===== src/inc/standby_consts.svh =====
// Constants for the standby, watchdog and reset sequencer
`ifndef STANDBY_CONSTS_SVH
`define STANDBY_CONSTS_SVH
`define CLOCK_HZ 25000000
`define START_ADDRESS 16'h000C
`define OP_STOP 8'h6F
`define OP_HALT 8'h7F
`define OP_NOP 8'hFF
`define OP_WATCHDOG_IN_HALT 8'h4F
`define WATCHDOG_TIMEOUT_MS 12
`define WATCHDOG_CYCLES ((`WATCHDOG_TIMEOUT_MS * `CLOCK_HZ) / 1000)
`define OSC_SETTLE_CYCLES 1024
`define RESET_PULSE_CYCLES 16
`endif


===== src/inc/standby_pkg.sv =====
// Types for the standby, watchdog and reset sequencer
package standby_pkg;
	typedef enum logic [1:0] {
		run_state,
		halt_state,
		stop_state,
		settle_state
	} power_state_e;
	typedef logic [15:0] address_t;
endpackage : standby_pkg


===== src/hw/cycle_counter.sv =====
// Saturating cycle counter with clear, run enable and terminal flag
`timescale 1ns/1ns
module cycle_counter #(
	parameter int WIDTH = 20,
	parameter logic [WIDTH-1:0] LIMIT = '1
) (
	input wire logic i_clock,
	input wire logic i_rst,
	input wire logic i_clear,
	input wire logic i_run,
	output logic o_done
);
	logic [WIDTH-1:0] count;
	logic [WIDTH-1:0] next_count;
	logic next_done;

	if (WIDTH < 2 || LIMIT == '0) begin : check_params
		$error("cycle_counter: unusable width or limit");
	end

	always_comb begin
		next_count = count;
		if (i_clear) begin
			next_count = '0;
		end else if (i_run && count != LIMIT) begin
			next_count = count + 1'b1;
		end
		next_done = !i_clear && (next_count == LIMIT);
	end

	always_ff @(posedge i_clock or posedge i_rst) begin
		if (i_rst) begin
			count <= '0;
			o_done <= 1'b0;
		end else begin
			count <= next_count;
			o_done <= next_done;
		end
	end
endmodule : cycle_counter


===== src/hw/standby_watchdog_reset.sv =====
// Standby modes, watchdog supervision and reset entry for the CPU core
// Behaviour
// - After any reset, fetching starts at the fixed start address.
// - Two internal clock enables at crystal rate: timer clock and CPU clock.
// - HALT stops only the CPU clock; oscillator and timers keep running.
// - An enabled interrupt ends HALT; execution continues after HALT.
// - STOP halts the oscillator, stopping CPU and timer clocks.
// - STOP ends on reset or high recovery input; restart at start address.
// - Watchdog resets the device unless refreshed within its timeout.
// - Watchdog always enabled; cleared at power-on and by each refresh.
// - Watchdog-in-halt keeps watchdog counting in HALT; timeout resets.
// - Refresh also updates zero, sign and overflow flags.
// - Watchdog does not advance during STOP.
// - Low supply report drives global reset while it persists.
`timescale 1ns/1ns
`include "standby_consts.svh"
module standby_watchdog_reset #(
	parameter int WATCHDOG_CYCLES = `WATCHDOG_CYCLES,
	parameter int SETTLE_CYCLES = `OSC_SETTLE_CYCLES,
	parameter int RESET_CYCLES = `RESET_PULSE_CYCLES
) (
	input wire logic i_clock,
	input wire logic i_rst,
	input wire logic i_instr_valid,
	input wire logic [7:0] i_opcode,
	input wire logic i_watchdog_refresh,
	input wire logic i_irq_pending,
	input wire logic i_stop_recovery_input,
	input wire logic i_supply_sense_reset,
	output logic o_cpu_clock_en,
	output logic o_timer_interrupt_clock_en,
	output logic o_osc_enable,
	output logic o_core_reset,
	output standby_pkg::address_t o_restart_address,
	output logic o_flags_update,
	output logic o_flag_zero,
	output logic o_flag_sign,
	output logic o_flag_overflow,
	output logic o_watchdog_reset_seen,
	output standby_pkg::power_state_e o_power_state
);
	import standby_pkg::*;

	localparam int WD_WIDTH = $clog2(WATCHDOG_CYCLES + 1);
	localparam int ST_WIDTH = $clog2(SETTLE_CYCLES + 1);
	localparam int RS_WIDTH = $clog2(RESET_CYCLES + 1);

	if (WATCHDOG_CYCLES < 2) begin : check_watchdog_cycles
		$error("standby_watchdog_reset: watchdog count below two cycles");
	end
	if (SETTLE_CYCLES < 2) begin : check_settle_cycles
		$error("standby_watchdog_reset: settle count below two cycles");
	end
	if (RESET_CYCLES < 1) begin : check_reset_cycles
		$error("standby_watchdog_reset: reset pulse shorter than one cycle");
	end

	function automatic logic is_op(input logic valid, input logic [7:0] op,
		input logic [7:0] code);
		is_op = valid && (op == code);
	endfunction : is_op

	function automatic logic core_running(input power_state_e s,
		input logic [RS_WIDTH-1:0] count);
		core_running = (s == run_state) && (count == '0);
	endfunction : core_running

	power_state_e state;
	power_state_e next_state;
	logic wd_in_halt;
	logic next_wd_in_halt;
	logic [RS_WIDTH-1:0] reset_count;
	logic [RS_WIDTH-1:0] next_reset_count;
	logic wd_seen;
	logic next_wd_seen;
	logic wd_expired;
	logic wd_run;
	logic wd_clear;
	logic settle_done;
	logic settle_clear;
	logic reset_request;
	logic stop_cmd;
	logic halt_cmd;
	logic arm_cmd;
	logic core_live;

	// A core held in reset or without its clock executes nothing, so its opcodes are ignored
	assign core_live = core_running(state, reset_count);
	assign stop_cmd = core_live && is_op(i_instr_valid, i_opcode, `OP_STOP);
	assign halt_cmd = core_live && is_op(i_instr_valid, i_opcode, `OP_HALT);
	assign arm_cmd = core_live && is_op(i_instr_valid, i_opcode, `OP_WATCHDOG_IN_HALT);

	// Frozen in STOP; in HALT runs only when armed by the watchdog-in-halt opcode
	assign wd_run = (state == run_state) || (state == halt_state && wd_in_halt);
	assign wd_clear = i_watchdog_refresh || reset_request || state == settle_state;

	cycle_counter #(
		.WIDTH(WD_WIDTH),
		.LIMIT(WD_WIDTH'(WATCHDOG_CYCLES))
	) watchdog_counter (
		.i_clock(i_clock),
		.i_rst(i_rst),
		.i_clear(wd_clear),
		.i_run(wd_run),
		.o_done(wd_expired)
	);

	assign settle_clear = state != settle_state;

	cycle_counter #(
		.WIDTH(ST_WIDTH),
		.LIMIT(ST_WIDTH'(SETTLE_CYCLES))
	) settle_counter (
		.i_clock(i_clock),
		.i_rst(i_rst),
		.i_clear(settle_clear),
		.i_run(1'b1),
		.o_done(settle_done)
	);

	// Supply sense and watchdog expiry both force the core into reset
	assign reset_request = i_supply_sense_reset || (wd_expired && wd_run);

	always_comb begin
		next_state = state;
		next_wd_in_halt = wd_in_halt;
		next_reset_count = reset_count;
		next_wd_seen = wd_seen;
		if (reset_count != '0) begin
			next_reset_count = reset_count - 1'b1;
		end
		if (arm_cmd) begin
			next_wd_in_halt = 1'b1;
		end
		unique case (state)
			run_state: begin
				// The core keeps a NOP ahead of these so they arrive with a drained pipeline
				if (stop_cmd) begin
					next_state = stop_state;
				end else if (halt_cmd) begin
					next_state = halt_state;
				end
			end
			halt_state: begin
				if (i_irq_pending) begin
					next_state = run_state;
				end
			end
			stop_state: begin
				if (i_stop_recovery_input) begin
					next_state = settle_state;
				end
			end
			settle_state: begin
				if (settle_done) begin
					next_state = run_state;
					next_reset_count = RS_WIDTH'(RESET_CYCLES);
				end
			end
		endcase
		if (reset_request) begin
			// Reset also releases STOP; a stopped oscillator still needs to settle
			// Held in settle while reset persists, so the oscillator gets its full start-up
			if (state == stop_state || state == settle_state) begin
				next_state = settle_state;
			end else begin
				next_state = run_state;
			end
			next_reset_count = RS_WIDTH'(RESET_CYCLES);
			next_wd_in_halt = 1'b0;
			if (wd_expired && wd_run) begin
				next_wd_seen = 1'b1;
			end else if (i_supply_sense_reset) begin
				next_wd_seen = 1'b0;
			end
		end
	end

	always_ff @(posedge i_clock or posedge i_rst) begin
		if (i_rst) begin
			state <= run_state;
			wd_in_halt <= 1'b0;
			reset_count <= RS_WIDTH'(RESET_CYCLES);
			wd_seen <= 1'b0;
		end else begin
			state <= next_state;
			wd_in_halt <= next_wd_in_halt;
			reset_count <= next_reset_count;
			wd_seen <= next_wd_seen;
		end
	end

	// Registered outputs taken from the next-state values, so they change with the state and the core sees clean enables
	always_ff @(posedge i_clock or posedge i_rst) begin
		if (i_rst) begin
			o_cpu_clock_en <= 1'b0;
			o_timer_interrupt_clock_en <= 1'b0;
			o_osc_enable <= 1'b1;
			o_core_reset <= 1'b1;
			o_restart_address <= `START_ADDRESS;
			o_flags_update <= 1'b0;
			o_flag_zero <= 1'b0;
			o_flag_sign <= 1'b0;
			o_flag_overflow <= 1'b0;
			o_watchdog_reset_seen <= 1'b0;
			o_power_state <= run_state;
		end else begin
			o_cpu_clock_en <= core_running(next_state, next_reset_count);
			o_timer_interrupt_clock_en <= next_state == run_state
				|| next_state == halt_state;
			o_osc_enable <= next_state != stop_state;
			o_core_reset <= next_reset_count != '0 || next_state == settle_state
				|| i_supply_sense_reset;
			o_restart_address <= `START_ADDRESS;
			// Refresh leaves a non-zero, positive, no-overflow result
			o_flags_update <= i_watchdog_refresh;
			o_flag_zero <= 1'b0;
			o_flag_sign <= 1'b0;
			o_flag_overflow <= 1'b0;
			o_watchdog_reset_seen <= next_wd_seen;
			o_power_state <= next_state;
		end
	end
endmodule : standby_watchdog_reset


===== config.mk =====
export PLATFORM = sky130hd
export DESIGN_NAME = standby_watchdog_reset
export DESIGN_NICKNAME = d
export VERILOG_FILES = /design/src/inc/standby_pkg.sv /design/src/hw/cycle_counter.sv /design/src/hw/standby_watchdog_reset.sv
export VERILOG_INCLUDE_DIRS = /design/src /design/src/inc
export SDC_FILE = /design/constraint.sdc
export NUM_CORES = 1
export LEC_CHECK = 0
export BUFFER_PORTS_ARGS = -buffer_cell sky130_fd_sc_hd__buf_2
export CAP_MARGIN = 20
export CELL_PAD_IN_SITES_DETAIL_PLACEMENT = 0
export CELL_PAD_IN_SITES_GLOBAL_PLACEMENT = 1
export CORE_MARGIN = 2
export CORE_UTILIZATION = 43
export CTS_CLUSTER_DIAMETER = 80
export CTS_CLUSTER_SIZE = 8
export DETAILED_ROUTE_END_ITERATION = 6
export GPL_TIMING_DRIVEN = 0
export PLACE_DENSITY = 0.89
export SETUP_SLACK_MARGIN = 0.3
export SLEW_MARGIN = 0
export SYNTH_ARGS = -nofsm -noshare
export SYNTH_HDL_FRONTEND = slang
export SYNTH_SLANG_ARGS = --single-unit

===== constraint.sdc =====
create_clock -name i_clock -period 2.5 [get_ports i_clock]
set_input_delay 0.5 -clock i_clock [delete_from_list [all_inputs] [get_ports i_clock]]
set_output_delay 0.5 -clock i_clock [all_outputs]
set_load 0.01 [all_outputs]

==> results.tsv, run 1 <==
stage	metric	value	unit
power_and_ir_drop	PwrDens	490	nW/um^2
logic_synthesis	Distinct cells, synth	54	
timing	final hold vios	0	
die	Die Ht	84.9	microns
job	Max-Cap Viols	0	
logic_synthesis	Yosys top cell area share	38.3	%
global_route	initial antenna violation count	0	
critical_path	worst setup path category	register to register	
placed_design	post-DP HPWL	4.30	mm
power_and_ir_drop	Sw Ratio	26.7	%
power_and_ir_drop	internal power	0.00121	W
timing	Final min period	2250	ps
final_layout	sequential cell area	1160	sq um
die	Die W	84.9	microns
logic_synthesis	Post-synth ARST share	100	%
timing	Setup TNS Final	0	ps
timing	final clock period utilization by the worst path	89.9	%
power_and_ir_drop	sequential power share	50.1	%
clock_tree	clock-pin slew on the worst setup and hold paths	90	ps
clock_tree	CTS sink cnt	46	
logic_synthesis	dominant cell type by area after synthesis	dfrtp_1	
critical_path	depth of the most critical reg-to-reg path	9	
timing	Setup violations, final	0	
critical_path	CP Launch Point	o_power_state[0]	
clock_tree	CTS Hold Bufs	0	
hold_path	HP Class	input pin to async pin	
logic_synthesis	Synth Cell Area	2810	sq um
global_route	largest net degree at the start of global routing	40	
clock_tree	Skew-Pair Late Insertion Delay	300	ps
power_and_ir_drop	Clock Power Share	33.9	%
timing	Slew Limit Headroom	61.5	%
run_status	status	finished, final reports clean	
timing	Hold Slack	99.2	ps
die	IO Pins	42	
route	DRC	0	
final_layout	P&R area growth vs syn	19.5	%
placed_design	PortBufs	22	
clock_tree	clk buf depth	2	
clock_tree	Inserted Clock Buffers	5	
global_route	first-pass GRT wire length	10.2	mm
logic_synthesis	cells after synthesis	315	
final_layout	commonest non-fill, non-tap cell in the layout	dfrtp_1	
power_and_ir_drop	Switching Power	0.000440	W
timing	RSZ-0062 raised after global routing	yes	
logic_synthesis	Syn Area/Cell	8.93	sq um
placed_design	gp weighted congestion	0.790	
critical_path	worst r2r dst	watchdog_counter.o_done	
final_layout	share of layout cells above drive strength 1	23.7	%
route	via count	2365	
power_and_ir_drop	Gate power share	16.0	%
global_route	vias in the first global route	2245	
route	DRT iter0 DRCs	74	
power_and_ir_drop	VDD IR max	0.534	mV
final_layout	ant diodes	0	
route	DR pass1 iterations	4	
critical_path	crit end category	register	
timing	Worst-Margin Slew	577	ps
global_route	GRT Overall Usage	17.3	%
route	Routed Antenna Nets	0	
die	Core Rows	29	
route	wire per inst	13.5	microns
critical_path	CP max FO	7	
logic_synthesis	Synth area leaders	dfrtp_1, xnor2_1, buf_4	
logic_synthesis	Yosys warning count	0	
logic_synthesis	post-synthesis sequential area ratio	41.1	%
die	core area	6350	sq um
critical_path	Critical Path End	watchdog_counter.o_done	
route	vias per inst	5.27	
clock_tree	CTS tree	built	
final_layout	post-layout net count	391	
timing	Slew Viols, Final	0	
critical_path	CP arrival	2480	ps
final_layout	most frequent cells in the layout	dfrtp_1, nor2_1, buf_4	
logic_synthesis	Synth Flop Type	dfrtp_1	
critical_path	Critical R2R Launch	o_power_state[0]	
logic_synthesis	Post-synth EDFFs	0	
critical_path	CP required	2730	ps
critical_path	CP startpoint kind	register	
power_and_ir_drop	P_leak	1.42	nW
die	die area	7200	sq um
route	Detailed Route WL	6.07	mm
timing	Clock Skews	7.79	ps
timing	Max Fclk	0.445	GHz
clock_tree	CTS Root Cell	clkbuf_8	
die	starting density of the core	44.3	%
global_route	total global routing overflow	0	
clock_tree	# H-tree levels	2	
critical_path	worst reg-to-reg setup slack	250	ps
final_layout	fill count	603	
final_layout	area of the multi-input gates	1530	sq um
logic_synthesis	post-synthesis register bit count	46	
-- synth_stat cells, types with 2 or more instances --
cell type   n
nor3_1     13
clkbuf_1    5
o22ai_1     2
buf_4      19
buf_2       3
nand2_1    21
ha_1        5
and4b_1     2
xor2_1      6
conb_1      2
and3_1      5
and2_1      3
xnor2_1    18
nor2b_1     3
nand2b_1    8
a211oi_1    3
o21ai_0    17
nand4_1    13
inv_1      15
nor3b_1     2
mux2_2      2
dfrtp_1    43
a21oi_1    12
mux2i_1     2
dfstp_2     3
nand3_1     6
nor2_1     37
o31ai_1     4
nor4_1      4
or4_1       3
or3_1      10
a41oi_1     2
-- layer usage --
metal	vias up	wire, microns	global-route usage (%)
li1	1178	-	-
met1	1134	2850	23.8
met5	-	0	0
met4	0	61	3.61
met3	7	218	2.92
met2	46	2940	28.8
-- cell type report --
class,count,area share [%]
sequential,46,34.4
clock inverter,2,1.12
tap,77,2.87
buffer,29,6.37
inverter,15,1.68
timing repair buffer,32,5.88
multi-input combinational,242,45.5
clock buffer,6,2.16
-- power groups by stage --
stage | clock network, W | registers, W | logic, W
after global placement | 0 | 0.000839 | 0.000249
after detailed placement | 0 | 0.000841 | 0.000260
after floorplan | 0 | 0.000835 | 0.000201
final | 0.000559 | 0.000826 | 0.000263
after CTS | 0.000570 | 0.000826 | 0.000262
after global routing | 0.000591 | 0.000831 | 0.000298
-- cell families (layout without fill, tap and decap cells) --
family | count (synthesis) | after routing | synth area share, %
AOI/OAI and AO/OA | 50 | 50 | 11.7
DFF | 46 | 46 | 41.1
and+or+nand+nor | 140 | 140 | 26.9
xor gates and xnor gates | 24 | 24 | 7.47
muxes | 4 | 4 | 1.51
buffers and inverters | 44 | 84 | 8.81
adders and majority gates | 5 | 5 | 2.22
other | 2 | 19 | 0.267
-- worst min-delay path by stage --
stage | from | end | cells after the start | slack [ps]
after CTS | i_rst | settle_counter.count[1] | 2 | 100
final | i_rst | settle_counter.count[1] | 2 | 100
after detailed placement | i_rst | settle_counter.count[1] | 2 | 420
after global placement | reset_count[4] | reset_count[4] | 2 | 470
after floorplan | watchdog_counter.o_done | wd_in_halt | 1 | 440
after global routing | i_rst | settle_counter.count[1] | 2 | 100
-- state kept, by name, summed over array words and instances, names as in the netlist --
name                        flops
settle_counter.o_done           1
watchdog_counter.o_done         1
o_watchdog_reset_seen           1
o_cpu_clock_en                  1
o_core_reset                    1
o_power_state                   2
o_osc_enable                    1
o_flags_update                  1
o_timer_interrupt_clock_en      1
settle_counter.count           11
watchdog_counter.count         19
wd_in_halt                      1
reset_count                     5
-- stage by stage --
stage / setup WS, ps / power [W] / area (sq um) / utilization (%) / instances
detailed placement: 41.5 / 0.00110 / 3110 / 49.0 / 432
floorplan: 310 / 0.00104 / 2880 / - / 332
CTS: 245 / 0.00166 / 3300 / 51.9 / 446
global placement: 74.3 / 0.00109 / 3090 / 48.7 / 431
global route: 209 / 0.00172 / 3360 / 52.9 / 449
finish: 253 / 0.00165 / 3360 / 52.9 / 449
-- critical path, cell delays in order (launching register included) --
cell	delay, ps
dfrtp_2	420
nor2b_4	130
buf_6	130
or3_4	320
buf_6	130
buf_4	150
o21ai_0	210
a21oi_2	90
nor3b_1	350
and4b_1	260
-- repair_timing --
action | 4_1_cts | 5_1_grt
pin swaps | 3 | 2
gates resized for setup | 9 | 14
endpoints found under the setup margin | 14 | 12
setup buffers | 6 | 3
Note: power is estimated with default switching activity, not from simulation.
==> run 2, diff against run 1 <==
--- a/config.mk
+++ b/config.mk
@@ -6,12 +6,13 @@
 export SDC_FILE = /design/constraint.sdc
 export NUM_CORES = 1
 export LEC_CHECK = 0
+export ABC_AREA = 1
 export BUFFER_PORTS_ARGS = -buffer_cell sky130_fd_sc_hd__buf_2
 export CAP_MARGIN = 20
 export CELL_PAD_IN_SITES_DETAIL_PLACEMENT = 0
 export CELL_PAD_IN_SITES_GLOBAL_PLACEMENT = 1
 export CORE_MARGIN = 2
-export CORE_UTILIZATION = 43
+export CORE_UTILIZATION = 41
 export CTS_CLUSTER_DIAMETER = 80
 export CTS_CLUSTER_SIZE = 8
 export DETAILED_ROUTE_END_ITERATION = 6
==> run 2 against run 1 <==
Sequential cell count unchanged. Count of clock-buffer cells in the layout unchanged. First-iteration DRC count up 27%. Via count up 13%. Critical path type unchanged. Maximum frequency up 12%. Register-to-register slack better by 240 ps. Synthesized cell count up 37%. Critical path depth up 5. Global-route usage down 0.24 points. Worst hold slack better by 11 ps. Largest cell class unchanged.
==> results.tsv, run 2 <==
stage	metric	value	unit	change
critical_path	CP max FO	10		was 7
clock_tree	clk buf depth	2		unchanged
logic_synthesis	Syn Area/Cell	7.06	sq um	was 8.93 sq um
final_layout	share of layout cells above drive strength 1	18.8	%	was 23.7%
critical_path	CP Cell Sequence	inv_2 -> ha_1 -> nand2_1 -> inv_1 -> nand2_1 -> nor2_4 -> a21oi_4 -> buf_6 -> nor2_1 -> a21oi_2 -> nand2_1 -> nor2_1 -> nand3_1 -> nor2_1		was nor2b_4 -> buf_6 -> or3_4 -> buf_6 -> buf_4 -> o21ai_0 -> a21oi_2 -> nor3b_1 -> and4b_1
clock_tree	Skew-Pair Late Insertion Delay	300	ps	about the same
global_route	total global routing overflow	0		unchanged
critical_path	CP startpoint kind	register		unchanged
power_and_ir_drop	P_leak	1.83	nW	was 1.42 nW
clock_tree	# H-tree levels	2		unchanged
clock_tree	clock-pin slew on the worst setup and hold paths	90	ps	about the same
timing	Slew Viols, Final	0		unchanged
final_layout	Biggest register	watchdog_counter.count		unchanged
die	Die W	90.0	microns	was 84.9 microns
clock_tree	CTS Root Cell	clkbuf_8		unchanged
placed_design	gp weighted congestion	0.882		was 0.790
clock_tree	CTS Hold Bufs	0		unchanged
hold_path	HP Class	input pin to async pin		unchanged
timing	final setup margin	495	ps	was 253 ps
route	via count	2682		was 2365
global_route	GRT Overall Usage	17.0	%	was 17.3%
critical_path	CP required	2720	ps	was 2730 ps
logic_synthesis	Post-synth EDFFs	0		unchanged
logic_synthesis	Yosys top cell area share	35.4	%	was 38.3%
global_route	largest net degree at the start of global routing	38		was 40
final_layout	P&R area growth vs syn	16.6	%	was 19.5%
logic_synthesis	post-synthesis register bit count	46		unchanged
timing	Setup violations, final	0		unchanged
final_layout	ant diodes	0		unchanged
route	DRC	0		unchanged
job	Max-Cap Viols	0		unchanged
die	starting density of the core	42.1	%	was 44.3%
placed_design	pre-CTS setup slack	280	ps	was 41.5 ps
global_route	vias in the first global route	2550		was 2245
critical_path	CP peak stage delay	420	ps	about the same
clock_tree	CTS tree	built		unchanged
logic_synthesis	cells after synthesis	430		was 315
clock_tree	Inserted Clock Buffers	5		unchanged
die	Die Ht	90.0	microns	was 84.9 microns
logic_synthesis	Synth Flop Type	dfrtp_1		unchanged
logic_synthesis	Synth area leaders	dfrtp_1, nand2_1, inv_1		was dfrtp_1, xnor2_1, buf_4
route	DRT iter0 DRCs	94		was 74
critical_path	CP bufs+invs	3		unchanged
logic_synthesis	Commonest cells post-synth	nand2_1, inv_1, nor2_1		was dfrtp_1, nor2_1, nand2_1
critical_path	CP arrival	2230	ps	was 2480 ps
logic_synthesis	post-synthesis sequential area ratio	38.0	%	was 41.1%
power_and_ir_drop	PwrDens	473	nW/um^2	was 490 nW/um^2
timing	Max Fclk	0.499	GHz	was 0.445 GHz
run_status	status	finished, final reports clean		unchanged
final_layout	most frequent cells in the layout	nand2_1, inv_1, nor2_1		was dfrtp_1, nor2_1, buf_4
logic_synthesis	Yosys warning count	0		unchanged
final_layout	commonest non-fill, non-tap cell in the layout	nand2_1		was dfrtp_1
route	Detailed Route WL	6.54	mm	was 6.07 mm
timing	final clock period utilization by the worst path	80.2	%	was 89.9%
die	core area	7210	sq um	was 6350 sq um
timing	Final min period	2010	ps	was 2250 ps
timing	Setup TNS Final	0	ps	unchanged
critical_path	Slowest-stage cell, CP	dfrtp_2		unchanged
power_and_ir_drop	VDD IR max	0.319	mV	was 0.534 mV
route	DR pass1 iterations	4		unchanged
logic_synthesis	dominant cell type by area after synthesis	dfrtp_1		unchanged
critical_path	crit end category	register		unchanged
logic_synthesis	most common cell in the netlist	nand2_1		was dfrtp_1
route	vias per inst	4.59		was 5.27
global_route	initial antenna violation count	0		unchanged
route	Routed Antenna Nets	0		unchanged
critical_path	worst setup path category	register to register		unchanged
global_route	first-pass GRT wire length	11.3	mm	was 10.2 mm
logic_synthesis	Distinct cells, synth	34		was 54
timing	final hold vios	0		unchanged
die	die area	8110	sq um	was 7200 sq um
final_layout	post-layout net count	504		was 391
placed_design	post-DP HPWL	5.04	mm	was 4.30 mm
clock_tree	CTS sink cnt	46		unchanged
logic_synthesis	Post-synth ARST share	100	%	unchanged
final_layout	Top Registers	watchdog_counter.count (19), settle_counter.count (11), reset_count (5)		unchanged
timing	Clock Skews	12.1	ps	was 7.79 ps
die	IO Pins	42		unchanged
placed_design	PortBufs	22		unchanged
logic_synthesis	Synth Cell Area	3040	sq um	was 2810 sq um
die	Core Rows	31		was 29
critical_path	Top delay family on crit path	simple AND/OR/NAND/NOR gates		unchanged
power_and_ir_drop	Design Power	0.00167	W	was 0.00165 W
final_layout	max reg flops	19		unchanged
timing	RSZ-0062 raised after global routing	no		was yes
timing	Hold Slack	111	ps	was 99.2 ps
route	wire per inst	11.2	microns	was 13.5 microns
run 2: cell types whose count changed in the layout (fill, tap and decap cells not counted), moves of 7 or more:
| cell | change |
|---|---|
| xnor2_1 | -15 |
| nand2_1 | +97 |
| o21ai_0 | -7 |
| nand2b_1 | -7 |
| nor2_1 | +20 |
| or3_1 | -9 |
| nand3_1 | +27 |
| inv_1 | +47 |
run 2: worst paths after layout:
kind                                                    to  slack, ps  cells after the start                 startpoint
worst max-delay path               watchdog_counter.o_done        490                     14  watchdog_counter.count[0]
worst min-delay path            watchdog_counter.count[14]        110                      2                      i_rst
worst max register to register     watchdog_counter.o_done        490                     14  watchdog_counter.count[0]
worst min register to register       o_watchdog_reset_seen        490                      2      o_watchdog_reset_seen
max in group asynchronous                     o_core_reset       1850                      3                      i_rst
min in group i_clock                        o_flags_update        360                      1         i_watchdog_refresh
run 2: kinds of logic after synthesis:
family	synth area share, %
fa+ha+maj	2.06
flops	38.0
compound gates	5.32
other cells	0.247
buf+inv	14.4
xor+xnor	3.75
simple gates	36.2
run 2: metal layers:
metal  vias up  GRT usage (%)  share of wire [%]
li1       1402              -                  -
met4         0           5.77                1.3
met5         -              0                  0
met3         6           2.60                4.4
met2        62           29.5                 49
met1      1212           21.7                 46
run 2: area by class of cell:
cell class | count | area [sq um]
inverters | 67 | 251
clock inverters | 2 | 12.5
clock buffers | 6 | 82.6
fillers | 779 | 3680
flip-flops and latches | 46 | 1160
repair buffers | 30 | 183
well taps | 99 | 124
multi-input cells | 311 | 1540
plain buffers | 23 | 185
run 2: what timing repair did:
item / 4_1_cts / 5_1_grt
gates resized for setup: 1 / 9
setup endpoints to repair: 1 / 1
setup buffers: 0 / 7
pin swaps: 0 / 5
hold endpoints to repair: 0 / 0
run 2: power by group:
group	switching [W]	internal, W
combinational	0.000194	0.000152
sequential	0.0000387	0.000806
clock	0.000262	0.000223
total	0.000494	0.00118
run 2: stage by stage:
step | utilization (%) | cell area [sq um] | std cells
2_1_floorplan | - | 3100 | 447
3_3_place_gp | 46.2 | 3330 | 568
3_5_place_dp | 46.5 | 3350 | 569
4_1_cts | 47.8 | 3450 | 577
5_1_grt | 49.0 | 3540 | 584
6_report | 49.0 | 3540 | 584
==> run 3, diff against run 2 <==
==> constraint.sdc (replaced) <==
create_clock -name i_clock -period 2 [get_ports i_clock]
set_input_delay 0.4 -clock i_clock [delete_from_list [all_inputs] [get_ports i_clock]]
set_output_delay 0.4 -clock i_clock [all_outputs]
set_load 0.01 [all_outputs]
==> run 3 against run 2 <==
Final cell count is 4.5% higher. Sequential power is 26% higher. Non-clock buffer count is 26 higher. First-iteration DRC count is 90% higher. Final area is 14% higher. Clock skew is 4.2 ps lower. Worst hold slack worse by 73 ps. Clock power is 28% higher. Critical path type unchanged. Wire length is 16% higher. Global-route usage is 1.7 points higher. Die area stayed put.
==> results.tsv, run 3 (synthesis gave the netlist of run 2 again) <==
stage	metric	value	unit	change
final_layout	max reg flops	19		unchanged
timing	final hold vios	0		unchanged
critical_path	CP arrival	2110	ps	was 2230 ps
timing	Clock Skews	7.99	ps	was 12.1 ps
die	Die W	90.0	microns	unchanged
critical_path	crit end category	register		unchanged
route	DR pass1 iterations	4		unchanged
power_and_ir_drop	PwrDens	574	nW/um^2	was 473 nW/um^2
final_layout	ant diodes	0		unchanged
critical_path	worst r2r dst	watchdog_counter.o_done		unchanged
run_status	status	finished, final reports clean		unchanged
job	Max-Cap Viols	0		unchanged
critical_path	CP bufs+invs	3		unchanged
timing	Final min period	1870	ps	was 2010 ps
placed_design	gp weighted congestion	0.894		was 0.882
clock_tree	Skew-Pair Late Insertion Delay	310	ps	was 300 ps
critical_path	Critical R2R Launch	watchdog_counter.count[0]		unchanged
final_layout	most frequent cells in the layout	nand2_1, inv_1, buf_4		was nand2_1, inv_1, nor2_1
global_route	first-pass GRT wire length	12.4	mm	was 11.3 mm
route	DRC	0		unchanged
critical_path	depth of the most critical reg-to-reg path	14		unchanged
critical_path	CP required	2240	ps	was 2720 ps
critical_path	CP Cell Sequence	inv_2 -> ha_4 -> nand2_2 -> inv_2 -> nand2_2 -> nor2_4 -> a21oi_4 -> buf_6 -> nor2_4 -> a21oi_2 -> nand2_1 -> nor2_1 -> nand3_2 -> nor2_1		was inv_2 -> ha_1 -> nand2_1 -> inv_1 -> nand2_1 -> nor2_4 -> a21oi_4 -> buf_6 -> nor2_1 -> a21oi_2 -> nand2_1 -> nor2_1 -> nand3_1 -> nor2_1
timing	Slew Viols, Final	0		unchanged
die	die area	8110	sq um	unchanged
timing	RSZ-0062 raised after global routing	yes		was no
critical_path	CP max FO	4		was 10
route	Detailed Route WL	7.59	mm	was 6.54 mm
global_route	vias in the first global route	2825		was 2550
placed_design	PortBufs	22		unchanged
route	Routed Antenna Nets	0		unchanged
power_and_ir_drop	VDD IR max	0.414	mV	was 0.319 mV
route	vias per inst	4.73		was 4.59
critical_path	CP Launch Point	watchdog_counter.count[0]		unchanged
critical_path	Levels on crit path	14		unchanged
final_layout	P&R area growth vs syn	32.4	%	was 16.6%
timing	Max Fclk	0.535	GHz	was 0.499 GHz
route	DRT iter0 DRCs	179		was 94
die	core area	7210	sq um	unchanged
timing	final clock period utilization by the worst path	93.4	%	was 80.2%
timing	Setup violations, final	0		unchanged
final_layout	share of layout cells above drive strength 1	35.0	%	was 18.8%
critical_path	CP startpoint kind	register		unchanged
clock_tree	CTS tree	built		unchanged
placed_design	post-DP HPWL	5.20	mm	was 5.04 mm
timing	Hold Slack	37.4	ps	was 111 ps
final_layout	commonest non-fill, non-tap cell in the layout	nand2_1		unchanged
die	starting density of the core	42.1	%	unchanged
critical_path	CP peak stage delay	420	ps	about the same
clock_tree	clk buf depth	2		unchanged
global_route	largest net degree at the start of global routing	35		was 38
die	Die Ht	90.0	microns	unchanged
critical_path	worst setup path category	register to register		unchanged
power_and_ir_drop	P_leak	2.02	nW	was 1.83 nW
critical_path	Critical Path End	watchdog_counter.o_done		unchanged
critical_path	worst reg-to-reg setup slack	130	ps	was 490 ps
global_route	GRT Overall Usage	18.8	%	was 17.0%
route	wire per inst	12.4	microns	was 11.2 microns
clock_tree	clock-pin slew on the worst setup and hold paths	90	ps	about the same
route	via count	2888		was 2682
power_and_ir_drop	Design Power	0.00230	W	was 0.00167 W
final_layout	post-layout net count	530		was 504
global_route	total global routing overflow	0		unchanged
critical_path	Top delay family on crit path	simple AND/OR/NAND/NOR gates		unchanged
final_layout	Biggest register	watchdog_counter.count		unchanged
die	IO Pins	42		unchanged
final_layout	Top Registers	watchdog_counter.count (19), settle_counter.count (11), reset_count (5)		unchanged
final_layout	fill count	699		was 779
clock_tree	Inserted Clock Buffers	5		unchanged
critical_path	Slowest-stage cell, CP	dfrtp_2		unchanged
die	Core Rows	31		unchanged
global_route	initial antenna violation count	0		unchanged
clock_tree	CTS sink cnt	46		unchanged
clock_tree	CTS Root Cell	clkbuf_8		unchanged
hold_path	HP Class	input pin to async pin		unchanged
clock_tree	# H-tree levels	2		unchanged
run 3: cell count changes in the layout (fill, tap and decap cells not counted), moves of 7 or more:
cell     delta
nand2_2    +15
nor3_1      -7
nor2_2      +8
buf_4      +20
nand2_1    -16
nor2_1     -12
run 3: repair_timing:
item                                   in CTS  in global routing
hold buffers                                0                  0
resized for setup                          29                 53
gates cloned                                2                  0
endpoints found under the hold margin       0                  0
buffers inserted                           24                  7
pin swaps                                  16                 23
setup endpoints to repair                  19                 18
run 3: metrics by stage:
step | instance area (sq um) | util (%) | setup WS, ps | cells | setup TNS, ps
final | 4020 | 55.7 | 132 | 610 | 0
after global placement | 3350 | 46.4 | -153 | 568 | -5190
after detailed placement | 3370 | 46.7 | -178 | 569 | -178
after floorplan | 3120 | - | 300 | 447 | 0
after global routing | 4020 | 55.7 | -11.9 | 610 | -11.9
after CTS | 3790 | 52.5 | 123 | 603 | 0
run 3: layout make-up:
type                       instances  area [sq um]  share of cell area [%]
clock buffer                       5          68.8                    1.71
sequential                        46          1160                    28.9
tap                               99           124                    3.08
clock inverter                     3          26.3                   0.654
inverter                          67           251                    6.26
multi-input combinational        311          1770                    44.0
buffer                            23           188                    4.67
timing repair buffer              56           430                    10.7
run 3: routing by layer:
metal	vias up	GRT usage (%)	wire length, microns
li1	1455	-	-
met1	1355	23.4	3390
met2	68	33.1	3810
met3	10	2.77	274
met4	0	6.54	119
met5	-	0	0
run 3: worst min-delay path by stage:
| stage | from | endpoint | slack (ps) |
|---|---|---|---|
| floorplan | i_watchdog_refresh | o_flags_update | 430 |
| global placement | o_watchdog_reset_seen | o_watchdog_reset_seen | 470 |
| detailed placement | i_rst | watchdog_counter.count[17] | 380 |
| CTS | i_rst | watchdog_counter.count[12] | 30 |
| global route | i_rst | watchdog_counter.count[12] | 40 |
| finish | i_rst | watchdog_counter.count[12] | 40 |
run 3: where the power goes:
part | internal [W] | switching (W) | leakage [nW]
logic | 0.000285 | 0.000342 | 1.36
registers | 0.00101 | 0.0000491 | 0.609
clock network | 0.000260 | 0.000360 | 0.0495
total | 0.00155 | 0.000751 | 2.02
